## config.mk

```make
export PLATFORM = sky130hd
export DESIGN_NAME = msp_stats_mgmt
export DESIGN_NICKNAME = d
export VERILOG_FILES = /design/src/verilog/msp_stats_mgmt.v
export VERILOG_INCLUDE_DIRS = /design/src /design/src/verilog
export SDC_FILE = /design/constraint.sdc
export NUM_CORES = 1
export LEC_CHECK = 0
export ABC_AREA = 1
export BUFFER_PORTS_ARGS = -buffer_cell sky130_fd_sc_hd__buf_2
export CORE_MARGIN = 2
export CORE_UTILIZATION = 40
export DETAILED_ROUTE_END_ITERATION = 8
export GPL_ROUTABILITY_DRIVEN = 0
export PLACE_DENSITY = 0.63
export SKIP_CTS_REPAIR_TIMING = 1
export SYNTH_ARGS = -nofsm -noshare
export SYNTH_HDL_FRONTEND = slang
export SYNTH_SLANG_ARGS = --single-unit
```

## constraint.sdc

```tcl
create_clock -name clk_i -period 1.8 [get_ports clk_i]
set_input_delay 0.36 -clock clk_i [delete_from_list [all_inputs] [get_ports clk_i]]
set_output_delay 0.36 -clock clk_i [all_outputs]
set_load 0.05 [all_outputs]
```

## src/verilog/msp_defines.vh

```
// Constants for the statistics counters and PHY management block.
// Assumes a 32-bit Wishbone slave, word-aligned registers, data in bits 15:0.
`ifndef MSP_DEFINES_VH
`define MSP_DEFINES_VH

// Word index of each register, byte address is index times four
`define MSP_IDX_CTRL 4'h0
`define MSP_IDX_OVF_ATT 4'h1
`define MSP_IDX_DEFER 4'h2
`define MSP_IDX_RX_MCAST 4'h3
`define MSP_IDX_RX_BCAST 4'h4
`define MSP_IDX_RX_UCAST 4'h5
`define MSP_IDX_TXB_LO 4'h6
`define MSP_IDX_TXB_HI 4'h7
`define MSP_IDX_TX_MCAST 4'h8
`define MSP_IDX_TX_BCAST 4'h9
`define MSP_IDX_TX_UCAST 4'ha
`define MSP_IDX_MGMT_CMD 4'hb
`define MSP_IDX_MGMT_DATA 4'hc
// Index of 16-bit counter k sits at bits 4k+3:4k
`define MSP_CNT16_IDX 28'ha98_5432

// Control register fields
`define MSP_CTRL_MODE16_BIT 0

// Management command/status fields
`define MSP_CMD_PHY_LSB 0
`define MSP_CMD_DIV_LSB 5
`define MSP_CMD_REG_LSB 8
`define MSP_CMD_OP_RD_BIT 13
`define MSP_CMD_IE_BIT 14
`define MSP_CMD_DONE_BIT 15
`define MSP_DIV_RESET 3'h7

// Counter limits and presets
`define MSP_SAT8 8'hff
`define MSP_SAT16 16'hffff
`define MSP_PRESET8 8'h01
`define MSP_PRESET16 16'h0001

// Management frame layout in bits
`define MSP_MF_PREAMBLE 32'hffff_ffff
`define MSP_MF_START 2'b01
`define MSP_MF_OP_RD 2'b10
`define MSP_MF_OP_WR 2'b01
`define MSP_MF_TA_WR 2'b10
`define MSP_MF_BITS 7'h40
`define MSP_MF_TA_FIRST 7'h2e
`define MSP_MF_DATA_SAMPLE 7'h31

`endif

```

## src/verilog/msp_stats_mgmt.v

```verilog
// Statistics counters and PHY management command block of a 10/100 MAC.
// Assumes a classic Wishbone master, MAC event pulses one clock wide,
// and an external resolver for the management data pin.
//
// Notes on behaviour
// Overflow count 8-bit, holds at FF.
// Read of overflow count clears, 01 if missed.
// Overflow and attempt registers share one word.
// Attempt count captured at each attempt end.
// Host reads attempts after success interrupt.
// Deferral count 16-bit, saturates FFFF.
// Byte mode: high byte freezes, low completes.
// Word read of deferral clears or presets 0001.
// Count good received multicast frames, saturate.
// Count good received broadcast frames, saturate.
// Count good received unicast frames, saturate.
// Errored receive frames never counted.
// Add sent bytes to 32-bit wrapping total.
// Byte total clears, or loads last packet.
// Low word read clears or preloads total.
// Count sent multicast frames, saturate FFFF.
// Count sent broadcast frames, saturate limit.
// Count sent unicast frames, saturate FFFF.
// Frame counters clear or preset 0001 on read.
// Command write starts a PHY access.
// Completion bit and completion interrupt enable.
// MDC period is clock times 2(M+1).
// Divider field resets to 111.
// Data register shifted out or captured.
// Single lane read leaves partner untouched.
// Standard management frame format on the wire.
// Freeze ends only on completing read.
`timescale 1ns/1ps
`include "msp_defines.vh"

module msp_stats_mgmt #(
  parameter BYTE_CNT_W = 16,
  parameter [15:0] TX_BCAST_SAT = 16'hffff
) (
  input wire clk_i,
  input wire rst_i,
  input wire wb_cyc_i,
  input wire wb_stb_i,
  input wire wb_we_i,
  input wire [5:0] wb_adr_i,
  input wire [3:0] wb_sel_i,
  input wire [31:0] wb_dat_i,
  output reg [31:0] wb_dat_o,
  output reg wb_ack_o,
  input wire rx_fifo_overflow_i,
  input wire tx_attempt_done_i,
  input wire [7:0] tx_attempt_count_i,
  input wire tx_defer_i,
  input wire rx_frame_end_i,
  input wire rx_frame_good_i,
  input wire rx_dest_mcast_i,
  input wire rx_dest_bcast_i,
  input wire tx_frame_end_i,
  input wire tx_retry_indicator_i,
  input wire tx_dest_mcast_i,
  input wire tx_dest_bcast_i,
  input wire [BYTE_CNT_W-1:0] tx_byte_count_i,
  output reg mdc_o,
  input wire mdio_i,
  output reg mdio_o,
  output reg mdio_oe_o,
  output reg mgmt_irq_o
);

  // Bus request decode, one access taken per handshake
  wire req = wb_cyc_i & wb_stb_i & ~wb_ack_o;
  wire rd = req & ~wb_we_i;
  wire wr = req & wb_we_i;
  wire [3:0] idx = wb_adr_i[5:2];
  wire lo_ln = wb_sel_i[0];
  wire hi_ln = wb_sel_i[1];

  reg mode16;
  reg [7:0] rx_fifo_overflow_count;
  reg [7:0] tx_attempt_count;
  reg [31:0] tx_byte_total;
  reg txb_frz;
  reg txb_miss;
  reg [BYTE_CNT_W-1:0] last_bytes;
  wire [111:0] cnt_flat;

  // Qualified MAC events; broadcast takes precedence over multicast
  wire rx_ok = rx_frame_end_i & rx_frame_good_i;
  wire tx_ok = tx_frame_end_i & ~tx_retry_indicator_i;
  wire rx_m = rx_ok & rx_dest_mcast_i & ~rx_dest_bcast_i;
  wire rx_b = rx_ok & rx_dest_bcast_i;
  wire rx_u = rx_ok & ~rx_dest_mcast_i & ~rx_dest_bcast_i;
  wire tx_m = tx_ok & tx_dest_mcast_i & ~tx_dest_bcast_i;
  wire tx_b = tx_ok & tx_dest_bcast_i;
  wire tx_u = tx_ok & ~tx_dest_mcast_i & ~tx_dest_bcast_i;
  wire [6:0] ev16 = {tx_u, tx_b, tx_m, rx_u, rx_b, rx_m, tx_defer_i};

  // Control register: host width mode
  always @(posedge clk_i) begin
    if (rst_i) begin
      mode16 <= 1'b0;
    end else if (wr && idx == `MSP_IDX_CTRL && lo_ln) begin
      mode16 <= wb_dat_i[`MSP_CTRL_MODE16_BIT];
    end
  end

  // Overflow counter; its freeze lasts exactly the single read edge
  always @(posedge clk_i) begin
    if (rst_i) begin
      rx_fifo_overflow_count <= 8'h00;
    end else if (rd && idx == `MSP_IDX_OVF_ATT && lo_ln) begin
      rx_fifo_overflow_count <= rx_fifo_overflow_i ? `MSP_PRESET8 : 8'h00;
    end else if (rx_fifo_overflow_i && rx_fifo_overflow_count != `MSP_SAT8) begin
      rx_fifo_overflow_count <= rx_fifo_overflow_count + 8'h01;
    end
  end

  // Attempt register is plain capture, reads have no side effect
  always @(posedge clk_i) begin
    if (rst_i) begin
      tx_attempt_count <= 8'h00;
    end else if (tx_attempt_done_i) begin
      tx_attempt_count <= tx_attempt_count_i;
    end
  end

  // Seven 16-bit saturating counters with freeze and missed-event preset
  genvar k;
  generate
    for (k = 0; k < 7; k = k + 1) begin : g_cnt
      localparam [27:0] IDX_TBL = `MSP_CNT16_IDX;
      localparam [3:0] IDX = IDX_TBL[4*k+3:4*k];
      localparam [15:0] SAT = (k == 5) ? TX_BCAST_SAT : `MSP_SAT16;
      reg [15:0] cnt;
      reg frz;
      reg miss;
      wire hit = rd && idx == IDX;
      wire done_rd = hit & lo_ln;
      wire frz_rd = hit & hi_ln & ~lo_ln & ~mode16;
      always @(posedge clk_i) begin
        if (rst_i) begin
          cnt <= 16'h0000;
          frz <= 1'b0;
          miss <= 1'b0;
        end else if (done_rd) begin
          cnt <= (miss | ev16[k]) ? `MSP_PRESET16 : 16'h0000;
          frz <= 1'b0;
          miss <= 1'b0;
        end else if (frz_rd) begin
          frz <= 1'b1;
          if (ev16[k]) begin
            miss <= 1'b1;
          end
        end else if (ev16[k]) begin
          if (frz) begin
            miss <= 1'b1;
          end else if (cnt != SAT) begin
            cnt <= cnt + 16'h0001;
          end
        end
      end
      assign cnt_flat[16*k+15:16*k] = cnt;
    end
  endgenerate

  // Transmit byte total: wraps, frozen from high-word read to low-word read
  wire txb_done = rd && idx == `MSP_IDX_TXB_LO && lo_ln;
  wire txb_frz_rd = rd && idx == `MSP_IDX_TXB_HI;
  wire [31:0] bytes_ext = {{(32-BYTE_CNT_W){1'b0}}, tx_byte_count_i};
  wire [31:0] last_ext = {{(32-BYTE_CNT_W){1'b0}}, last_bytes};

  always @(posedge clk_i) begin
    if (rst_i) begin
      tx_byte_total <= 32'h0000_0000;
      txb_frz <= 1'b0;
      txb_miss <= 1'b0;
      last_bytes <= {BYTE_CNT_W{1'b0}};
    end else begin
      if (tx_ok) begin
        last_bytes <= tx_byte_count_i;
      end
      if (txb_done) begin
        tx_byte_total <= tx_ok ? bytes_ext : (txb_miss ? last_ext : 32'h0000_0000);
        txb_frz <= 1'b0;
        txb_miss <= 1'b0;
      end else if (txb_frz_rd) begin
        txb_frz <= 1'b1;
        if (tx_ok) begin
          txb_miss <= 1'b1;
        end
      end else if (tx_ok) begin
        if (txb_frz) begin
          txb_miss <= 1'b1;
        end else begin
          tx_byte_total <= tx_byte_total + bytes_ext;
        end
      end
    end
  end

  // PHY management command, data and serial engine
  reg [4:0] phy_addr;
  reg [2:0] mdc_div;
  reg [4:0] reg_addr;
  reg op_rd;
  reg irq_en;
  reg mgmt_done;
  reg busy;
  reg [15:0] mgmt_data;
  reg [2:0] div_cnt;
  reg [6:0] bit_cnt;
  reg [63:0] shifter;
  wire cmd_wr = wr && idx == `MSP_IDX_MGMT_CMD && !busy;
  wire data_wr = wr && idx == `MSP_IDX_MGMT_DATA && !busy;
  wire start = cmd_wr & hi_ln;
  wire next_op_rd = wb_dat_i[`MSP_CMD_OP_RD_BIT];
  wire [4:0] next_reg = wb_dat_i[`MSP_CMD_REG_LSB+4:`MSP_CMD_REG_LSB];
  wire [4:0] next_phy = lo_ln ? wb_dat_i[`MSP_CMD_PHY_LSB+4:`MSP_CMD_PHY_LSB] : phy_addr;
  wire tick = busy && div_cnt == mdc_div;
  wire [63:0] frame = {`MSP_MF_PREAMBLE, `MSP_MF_START,
    next_op_rd ? `MSP_MF_OP_RD : `MSP_MF_OP_WR, next_phy, next_reg,
    `MSP_MF_TA_WR, mgmt_data};

  always @(posedge clk_i) begin
    if (rst_i) begin
      phy_addr <= 5'h00;
      mdc_div <= `MSP_DIV_RESET;
      reg_addr <= 5'h00;
      op_rd <= 1'b0;
      irq_en <= 1'b0;
    end else if (cmd_wr) begin
      if (lo_ln) begin
        phy_addr <= wb_dat_i[`MSP_CMD_PHY_LSB+4:`MSP_CMD_PHY_LSB];
        mdc_div <= wb_dat_i[`MSP_CMD_DIV_LSB+2:`MSP_CMD_DIV_LSB];
      end
      if (hi_ln) begin
        reg_addr <= next_reg;
        op_rd <= next_op_rd;
        irq_en <= wb_dat_i[`MSP_CMD_IE_BIT];
      end
    end
  end

  // Data changes while MDC falls and is sampled as it rises
  always @(posedge clk_i) begin
    if (rst_i) begin
      busy <= 1'b0;
      mgmt_done <= 1'b0;
      mgmt_data <= 16'h0000;
      div_cnt <= 3'h0;
      bit_cnt <= 7'h00;
      shifter <= 64'h0;
      mdc_o <= 1'b0;
      mdio_o <= 1'b0;
      mdio_oe_o <= 1'b0;
    end else if (start) begin
      busy <= 1'b1;
      mgmt_done <= 1'b0;
      div_cnt <= 3'h0;
      shifter <= {frame[62:0], 1'b0};
      mdio_o <= frame[63];
      mdio_oe_o <= 1'b1;
      bit_cnt <= 7'h01;
      mdc_o <= 1'b0;
    end else begin
      if (data_wr && lo_ln) begin
        mgmt_data[7:0] <= wb_dat_i[7:0];
      end
      if (data_wr && hi_ln) begin
        mgmt_data[15:8] <= wb_dat_i[15:8];
      end
      if (busy) begin
        div_cnt <= tick ? 3'h0 : div_cnt + 3'h1;
      end
      if (tick && !mdc_o) begin
        mdc_o <= 1'b1;
        if (op_rd && bit_cnt >= `MSP_MF_DATA_SAMPLE) begin
          mgmt_data <= {mgmt_data[14:0], mdio_i};
        end
      end else if (tick && mdc_o) begin
        mdc_o <= 1'b0;
        if (bit_cnt == `MSP_MF_BITS) begin
          busy <= 1'b0;
          mgmt_done <= 1'b1;
          mdio_oe_o <= 1'b0;
          mdio_o <= 1'b0;
        end else begin
          mdio_o <= shifter[63];
          shifter <= {shifter[62:0], 1'b0};
          mdio_oe_o <= ~(op_rd && bit_cnt >= `MSP_MF_TA_FIRST);
          bit_cnt <= bit_cnt + 7'h01;
        end
      end
    end
  end

  // Completion interrupt is a level held while done and enabled
  always @(posedge clk_i) begin
    if (rst_i) begin
      mgmt_irq_o <= 1'b0;
    end else if (start) begin
      // Done clears at start, so the level must not linger one clock into the new frame
      mgmt_irq_o <= 1'b0;
    end else begin
      mgmt_irq_o <= mgmt_done & irq_en;
    end
  end

  // Read data mux, sampled at the edge the request is taken
  reg [31:0] next_dat;
  always @* begin
    next_dat = 32'h0000_0000;
    case (idx)
      `MSP_IDX_CTRL: next_dat[`MSP_CTRL_MODE16_BIT] = mode16;
      `MSP_IDX_OVF_ATT: next_dat[15:0] = {tx_attempt_count, rx_fifo_overflow_count};
      `MSP_IDX_DEFER: next_dat[15:0] = cnt_flat[15:0];
      `MSP_IDX_RX_MCAST: next_dat[15:0] = cnt_flat[31:16];
      `MSP_IDX_RX_BCAST: next_dat[15:0] = cnt_flat[47:32];
      `MSP_IDX_RX_UCAST: next_dat[15:0] = cnt_flat[63:48];
      `MSP_IDX_TXB_LO: next_dat[15:0] = tx_byte_total[15:0];
      `MSP_IDX_TXB_HI: next_dat[15:0] = tx_byte_total[31:16];
      `MSP_IDX_TX_MCAST: next_dat[15:0] = cnt_flat[79:64];
      `MSP_IDX_TX_BCAST: next_dat[15:0] = cnt_flat[95:80];
      `MSP_IDX_TX_UCAST: next_dat[15:0] = cnt_flat[111:96];
      `MSP_IDX_MGMT_CMD: next_dat[15:0] = {mgmt_done, irq_en, op_rd, reg_addr, mdc_div, phy_addr};
      `MSP_IDX_MGMT_DATA: next_dat[15:0] = mgmt_data;
      default: next_dat = 32'h0000_0000;
    endcase
  end

  // Unmapped addresses are acknowledged, read zero and ignore writes
  always @(posedge clk_i) begin
    if (rst_i) begin
      wb_ack_o <= 1'b0;
      wb_dat_o <= 32'h0000_0000;
    end else begin
      wb_ack_o <= req;
      if (rd) begin
        wb_dat_o <= next_dat;
      end
    end
  end

endmodule // msp_stats_mgmt

```

==> flow_metrics.tcl, run 1 <==
set metrics [dict create \
    worst_slew_pin_slew_ns 0.5427 \
    worstSetupEndpointType "flop" \
    fin_hold_ws_ns 0.02541 \
    period_share_pct 102.0 \
    cp_max_fo 3 \
    syn_avg_cell_area_um2 6.374 \
    tritoncts "built" \
    synthDominantCellAreaShare_pct 34.99 \
    internal_power_mw 12.95 \
    final_period_minus_worst_setup_slack_ns 1.837 \
    drt_pass1_iterations 6 \
    r2r-start "tx_byte_total[0]" \
    antenna_found_initial 2 \
    finalNetCount 3333 \
    floorplan.core_area_um2 45280 \
    dp_hpwl_mm 48.90 \
    initialDrtViolationCount 1858 \
    min_delay_worst_endpoint "tx_attempt_count[2]" \
    mostFrequentLayoutCell "sky130_fd_sc_hd__nand2_1" \
    grt_pass1_wl_mm 100.6 \
    violations "setup timing" \
    holdPathStages 3 \
    finalInstanceArea_um2 23890 \
    area.sequential_um2 6421 \
    wl_per_cell_um 17.03 \
    switching_power_of_the_nets_mw 4.423 \
    floorplan.initialDensity_pct 40.43 \
    total_leakage_power_nw 9.788 \
    most_used_dff_post_synth "sky130_fd_sc_hd__dfxtp_1" \
    cts.root.buffer_cell "sky130_fd_sc_hd__clkbuf_16" \
    route.vias.total 20730 \
    drt.antenna.violating_nets 0 \
    boundaryPins 120 \
    max_cap_viol_count 0 \
    cp_slowest_cell "sky130_fd_sc_hd__fa_2" \
    report.final.setup_viol 1 \
    hold_viol_final 0 \
    die-area_um2 47500 \
    synth_edf_count 0 \
    numPortBuffers 83 \
    crit_buf_inv 1 \
    critical_path_arrival_ns 2.33 \
    cts_max_level 2 \
    power.switching_fraction_pct 25.46 \
    final-max-slew-violation-count 0 \
    p_per_area_nw_per_um2 727.1 \
    floorplan.die.height_um 217.9 \
    postSynthRegisterBits 320 \
    hp-start "tx_attempt_count_i[2]" \
    post_route_worst_setup_slack_ns -0.03684 \
    result_of_the_run "finished with violations" \
    synth_cell_type_count 51 \
    r2r_path_end "tx_byte_total[8]" \
    grt_overflow 0 \
    drt-total-wl_mm 65.54 \
    route.detailed.vias_per_inst 5.386 \
    drive_gt1_share_pct 20.88 \
    critical_path.max_stage_delay_ns 0.38 \
    dp_cells 3759 \
    synth-seq-area-share_pct 34.99 \
    dpl-instance-area_um2 21420 \
    cts_max_path_buffers 3 \
    crit_required_ns 2.29 \
    clk_pin_slew_ns 0.06 \
    synth_top_cells_by_area "sky130_fd_sc_hd__dfxtp_1 35%, sky130_fd_sc_hd__nand2_1 14%, sky130_fd_sc_hd__nor2_1 6.9%, sky130_fd_sc_hd__inv_1 6.9%, sky130_fd_sc_hd__nand3_1 6.8%" \
    cell_rows 78 \
    max_freq_ghz 0.5444 \
    seq_power_share_pct 41.7 \
    ff2ff_setup_slack_ns -0.04 \
    fillCellCount 4426 \
    pin_count_of_the_biggest_net_entering_global_routing 41 \
    ys_warn_count 0 \
    die_x_extent_um 217.9 \
    critical-path-top-delay-family "adder cells" \
    path_class "flop to flop" \
    critical_path.cell_chain "ha_4 -> fa_2 -> nand3_2 -> nand3_2 -> nand2_2 -> nand2_2 -> buf_6 -> xor2_2 -> nand2_1 -> a21oi_2" \
    timing.slew.headroom_pct 63.78 \
    layoutNonFillerInstCount 3848 \
    reg2regPathDepth 10 \
    min-delay-path-class "input pin to flop" \
    worst_ir_drop_on_vdd_v 0.0006585 \
    synthToLayoutAreaGrowth_pct 30.47 \
    clock_network_latency_to_the_later_pin_of_the_worst_skew_pair_ns 0.57 \
    grt_pass1_vias 18990 \
    synth_largest_area_cell "sky130_fd_sc_hd__dfxtp_1" \
    combinationalPowerShare_pct 11.0 \
    grt_setup_unrepaired "yes" \
    drc 0 \
    cts_made_buffers 39 \
    tritoncts_num_sinks 320 \
    groute.usage.overall_pct 26.47 \
    finClkSkew_ns 0.02126 \
    post_synth_instance_area_um2 18310 \
    fin_util_pct 52.75 \
    multi_input_area_um2 10870 \
    worst_setup_path_start_kind "flop" \
    synth-async-reset-ratio_pct 0 \
    most_frequent_cells_in_the_layout "644 x sky130_fd_sc_hd__nand2_1, 327 x sky130_fd_sc_hd__inv_1, 308 x sky130_fd_sc_hd__nor2_1, 308 x sky130_fd_sc_hd__dfxtp_1, 301 x sky130_fd_sc_hd__buf_4" \
    clock_power_share_pct 47.3 \
    post_synth_inst_count 2872 \
]
worst max-delay path by stage:
| stage | slack, ns | cells after the start | start | end |
|---|---|---|---|---|
| after CTS | -0.20 | 10 | wb_ack_o | g_cnt[2].cnt[10] |
| after global routing | -0.15 | 10 | tx_byte_total[0] | tx_byte_total[8] |
| after global placement | -0.35 | 12 | wb_cyc_i | g_cnt[2].cnt[12] |
| after floorplan | 0.0005 | 12 | tx_byte_count_i[0] | tx_byte_total[28] |
| after detailed placement | -0.39 | 12 | wb_cyc_i | g_cnt[2].cnt[9] |
| final | -0.04 | 10 | tx_byte_total[0] | tx_byte_total[8] |
registers in the layout, indices dropped and copies added (netlist names), 8 cells and up:
name / cells
mgmt_data: 16
rx_fifo_overflow_count: 8
shifter: 63
g_cnt.cnt: 112
last_bytes: 16
tx_byte_total: 32
wb_dat_o: 16
tx_attempt_count: 8
cells by family (layout without fill, tap and decap cells):
kind of cell / count (synthesis) / in the layout / synth area share [%]
DFF: 320 / 320 / 34.99
and+or+nand+nor: 1441 / 1442 / 33.69
adders and majority gates: 30 / 30 / 2.091
AOI/OAI and AO/OA: 544 / 544 / 15.80
buffers and inverters: 475 / 834 / 10.48
other: 1 / 17 / 0.02048
xor gates and xnor gates: 61 / 61 / 2.918
worst min-delay path, stage by stage:
cell and delay [ns]:
sky130_fd_sc_hd__buf_2 0.08, sky130_fd_sc_hd__nor2_1 0.03, sky130_fd_sc_hd__nor2_1 0.08
Yosys cell counts (2+ instances only):
cell type / instances
sky130_fd_sc_hd__nand2_1: 682
sky130_fd_sc_hd__nor2_1: 338
sky130_fd_sc_hd__inv_1: 335
sky130_fd_sc_hd__dfxtp_1: 320
sky130_fd_sc_hd__nand3_1: 248
sky130_fd_sc_hd__a21oi_1: 231
sky130_fd_sc_hd__o21ai_0: 206
sky130_fd_sc_hd__clkbuf_1: 70
sky130_fd_sc_hd__o22ai_1: 67
sky130_fd_sc_hd__xor2_1: 58
sky130_fd_sc_hd__nor3_1: 57
sky130_fd_sc_hd__nand4_1: 56
sky130_fd_sc_hd__ha_1: 29
sky130_fd_sc_hd__buf_2: 22
sky130_fd_sc_hd__buf_4: 21
sky130_fd_sc_hd__inv_2: 15
sky130_fd_sc_hd__nand2_2: 12
sky130_fd_sc_hd__nor4_1: 10
sky130_fd_sc_hd__o21ai_1: 9
sky130_fd_sc_hd__nor2_2: 8
sky130_fd_sc_hd__nand3b_1: 7
sky130_fd_sc_hd__a31oi_1: 6
sky130_fd_sc_hd__nand3_2: 6
sky130_fd_sc_hd__buf_1: 5
sky130_fd_sc_hd__nor2_4: 5
sky130_fd_sc_hd__a211oi_1: 4
sky130_fd_sc_hd__buf_6: 4
sky130_fd_sc_hd__o211ai_1: 4
sky130_fd_sc_hd__or2_2: 4
sky130_fd_sc_hd__a22oi_1: 3
sky130_fd_sc_hd__and2_1: 3
sky130_fd_sc_hd__clkinv_1: 3
sky130_fd_sc_hd__xnor2_1: 3
sky130_fd_sc_hd__a32o_1: 2
sky130_fd_sc_hd__o211a_1: 2
sky130_fd_sc_hd__o21a_1: 2
per-stage QoR:
| stage | TNS [ns] | setup slack, ns | power, mW |
|---|---|---|---|
| after CTS | -11.20 | -0.2029 | 17.25 |
| final | -0.03684 | -0.03684 | 17.37 |
| after floorplan | 0 | 0.0005486 | 8.299 |
| after global routing | -1.219 | -0.1543 | 17.94 |
| after global placement | -54.09 | -0.3471 | 9.027 |
| after detailed placement | -65.14 | -0.3943 | 9.049 |
power groups by stage:
stage | Clock [mW] | Combinational, mW | Sequential (mW)
final | 8.21 | 1.92 | 7.24
after global routing | 8.63 | 2.06 | 7.25
after CTS | 8.35 | 1.68 | 7.22
after detailed placement | 0 | 1.67 | 7.38
after global placement | 0 | 1.65 | 7.38
after floorplan | 0 | 0.914 | 7.38
final cells by class:
class	count	area share, %
multi-input cells	2093	45.51
clock buffers	61	5.029
diodes	1	0.01048
repair buffers	413	13.27
well taps	600	3.143
flip-flops and latches	320	26.88
inverters	353	5.620
clock inverters	7	0.5395
layer usage:
metal | vias to the layer above | wire, µm | GRT usage [%]
met1 | 9668 | 27530 | 34.15
met5 | - | 13 | 0
met2 | 802 | 29710 | 42.72
met3 | 182 | 4939 | 4.644
li1 | 10070 | - | -
met4 | 2 | 3345 | 12.77
No activity file was read; power rests on OpenSTA's default activity.
==> run 2: changes to the inputs <==
==> constraint.sdc (replaced) <==
create_clock -name clk_i -period 1.8 [get_ports clk_i]
set_input_delay 0.36 -clock clk_i [delete_from_list [all_inputs] [get_ports clk_i]]
set_output_delay 0.36 -clock clk_i [all_outputs]
set_load 0.005 [all_outputs]
==> run 2 against run 1 <==
The run still ends with setup timing left. Critical path depth is 2 higher. Register-to-register slack worse by 0.03 ns. Worst setup slack worse by 0.028 ns. Wire length is 1.4% higher. Via count hardly changed. Non-clock buffer count is 10 lower. Sequential share of layout area is 0.15 points lower. First-iteration DRC count is 13% higher. Total power is 3.1% higher. Global-route usage is 0.22 points higher. Flip-flop and latch count stayed put.
==> flow_metrics.tcl, run 2 (synthesis gave the netlist of run 1 again) <==
set metrics [dict create \
    p_per_area_nw_per_um2 744.8 \
    worst_slew_pin_slew_ns 0.6214 \
    boundaryPins 120 \
    grt_pass1_wl_mm 100.9 \
    drive_gt1_share_pct 21.64 \
    crit_buf_inv 1 \
    timing.slew.headroom_pct 58.52 \
    layoutNonFillerInstCount 3839 \
    final_period_minus_worst_setup_slack_ns 1.864 \
    cts_max_path_buffers 3 \
    cp_max_fo 6 \
    path_class "flop to flop" \
    fin_util_pct 53.09 \
    post_route_worst_setup_slack_ns -0.06443 \
    pin_count_of_the_biggest_net_entering_global_routing 57 \
    violations "setup timing" \
    drt-total-wl_mm 66.47 \
    report.final.setup_viol 7 \
    total_leakage_power_nw 9.777 \
    max_freq_ghz 0.5364 \
    largest_register_ff_count 112 \
    groute.usage.overall_pct 26.70 \
    cell_rows 78 \
    critical_path_arrival_ns 2.33 \
    die_x_extent_um 217.9 \
    period_share_pct 103.6 \
    worst_setup_path_start_kind "flop" \
    dp_cells 3756 \
    drt.antenna.violating_nets 0 \
    cts.root.buffer_cell "sky130_fd_sc_hd__clkbuf_16" \
    worst_ir_drop_on_vdd_v 0.0006212 \
    grt_overflow 0 \
    route.vias.total 20720 \
    cp_slowest_cell "sky130_fd_sc_hd__fa_2" \
    critical_path.max_stage_delay_ns 0.43 \
    fillCellCount 4410 \
    drc 0 \
    dpl_worst_slack_ns -0.4405 \
    floorplan.initialDensity_pct 40.43 \
    hold_viol_final 0 \
    clk_pin_slew_ns 0.06 \
    dp_hpwl_mm 49.11 \
    worstSetupEndpointType "flop" \
    cts_made_buffers 38 \
    die-area_um2 47500 \
    result_of_the_run "finished with violations" \
    critical-path-top-delay-family "simple AND/OR/NAND/NOR gates" \
    grt_setup_unrepaired "yes" \
    largest_register "g_cnt.cnt" \
    grt_pass1_vias 19190 \
    clock_network_latency_to_the_later_pin_of_the_worst_skew_pair_ns 0.58 \
    initialDrtViolationCount 2092 \
    worstSetupStartpoint "tx_byte_total[0]" \
    mostFrequentLayoutCell "sky130_fd_sc_hd__nand2_1" \
    finalNetCount 3323 \
    hp-start "tx_attempt_count_i[2]" \
    wl_per_cell_um 17.31 \
    critical_path.cell_chain "ha_4 -> fa_2 -> nand3_2 -> nand3_2 -> nand2_2 -> nand2_4 -> nand2_4 -> nand2_4 -> nand3_2 -> nand2_1 -> inv_1 -> nor2_1" \
    floorplan.core_area_um2 45280 \
    numPortBuffers 83 \
    p_total_mw 17.91 \
    route.detailed.vias_per_inst 5.397 \
    antenna_found_initial 0 \
    synthToLayoutAreaGrowth_pct 31.32 \
    antennaDiodeCount 0 \
    tritoncts_num_sinks 320 \
    min-delay-path-class "input pin to flop" \
    tritoncts "built" \
    r2r-start "tx_byte_total[0]" \
    floorplan.die.height_um 217.9 \
    max_cap_viol_count 0 \
    most_frequent_cells_in_the_layout "641 x sky130_fd_sc_hd__nand2_1, 328 x sky130_fd_sc_hd__inv_1, 308 x sky130_fd_sc_hd__nor2_1" \
    reg.largest.list "g_cnt.cnt: 112 flops, shifter: 63 flops, tx_byte_total: 32 flops" \
    finClkSkew_ns 0.02068 \
    cts_max_level 2 \
    final-max-slew-violation-count 0 \
    crit_required_ns 2.26 \
    drt_pass1_iterations 6 \
]
run 2: cell types whose count changed in the layout (fill, tap and decap cells not counted), moves of 4 or more:
cell                        delta
sky130_fd_sc_hd__a21oi_1       -9
sky130_fd_sc_hd__a21oi_2       +7
sky130_fd_sc_hd__buf_12        +4
sky130_fd_sc_hd__buf_4        -11
sky130_fd_sc_hd__bufinv_16     +5
sky130_fd_sc_hd__clkbuf_1      -6
sky130_fd_sc_hd__clkinv_2      +4
sky130_fd_sc_hd__dfxtp_1       -5
sky130_fd_sc_hd__dfxtp_2       +5
sky130_fd_sc_hd__ha_2          +4
sky130_fd_sc_hd__nor3_2        +4
run 2: path summary, 6_finish.rpt:
path                                            end  slack, ns  depth (start not counted)
worst max-delay path              tx_byte_total[24]      -0.06                         12
worst min-delay path            tx_attempt_count[2]       0.01                          3
worst max register to register    tx_byte_total[24]      -0.06                         12
worst min register to register        g_cnt[6].miss       0.46                          2
run 2: final cells by class:
cell class              count  area [µm²]  share of cell area, %
clock inverters            19       349.1                  1.452
repair buffers            403        3139                  13.06
repair inverters            1       7.507                0.03123
well taps                 600       750.7                  3.123
multi-input cells        2093       10950                  45.53
clock buffers              50        1076                  4.476
inverters                 353        1345                  5.595
flip-flops and latches    320        6427                  26.73
run 2: power by group:
part           switching [mW]  leakage (nW)  total (mW)  internal [mW]
sequential             0.0694          2.59        7.25           7.18
combinational            1.12          6.49        1.90          0.780
clock                    3.36         0.697        8.76           5.40
total                    4.55          9.78        17.9           13.4
run 2: layer usage:
layer	GRT usage (%)	vias to the layer above	wire, µm
li1	-	10050	-
met1	34.59	9633	27680
met2	41.84	841	29690
met3	4.616	198	5176
met4	15.19	0	3922
met5	0	-	0
run 2: metrics by stage:
stage	area [µm²]	TNS (ns)	hold slack (ns)
after floorplan	18370	0	0.4316
after global placement	21470	-54.56	0.4456
after detailed placement	21470	-58.26	0.4501
after CTS	22900	-8.156	-0.007793
after global routing	24040	-1.923	0.03059
final	24040	-0.2077	0.01321
run 2: tightest hold or removal path: cells and delay by family:
kind	cells	cell delay, ns
buf+inv	1	0.08
simple gates	2	0.12
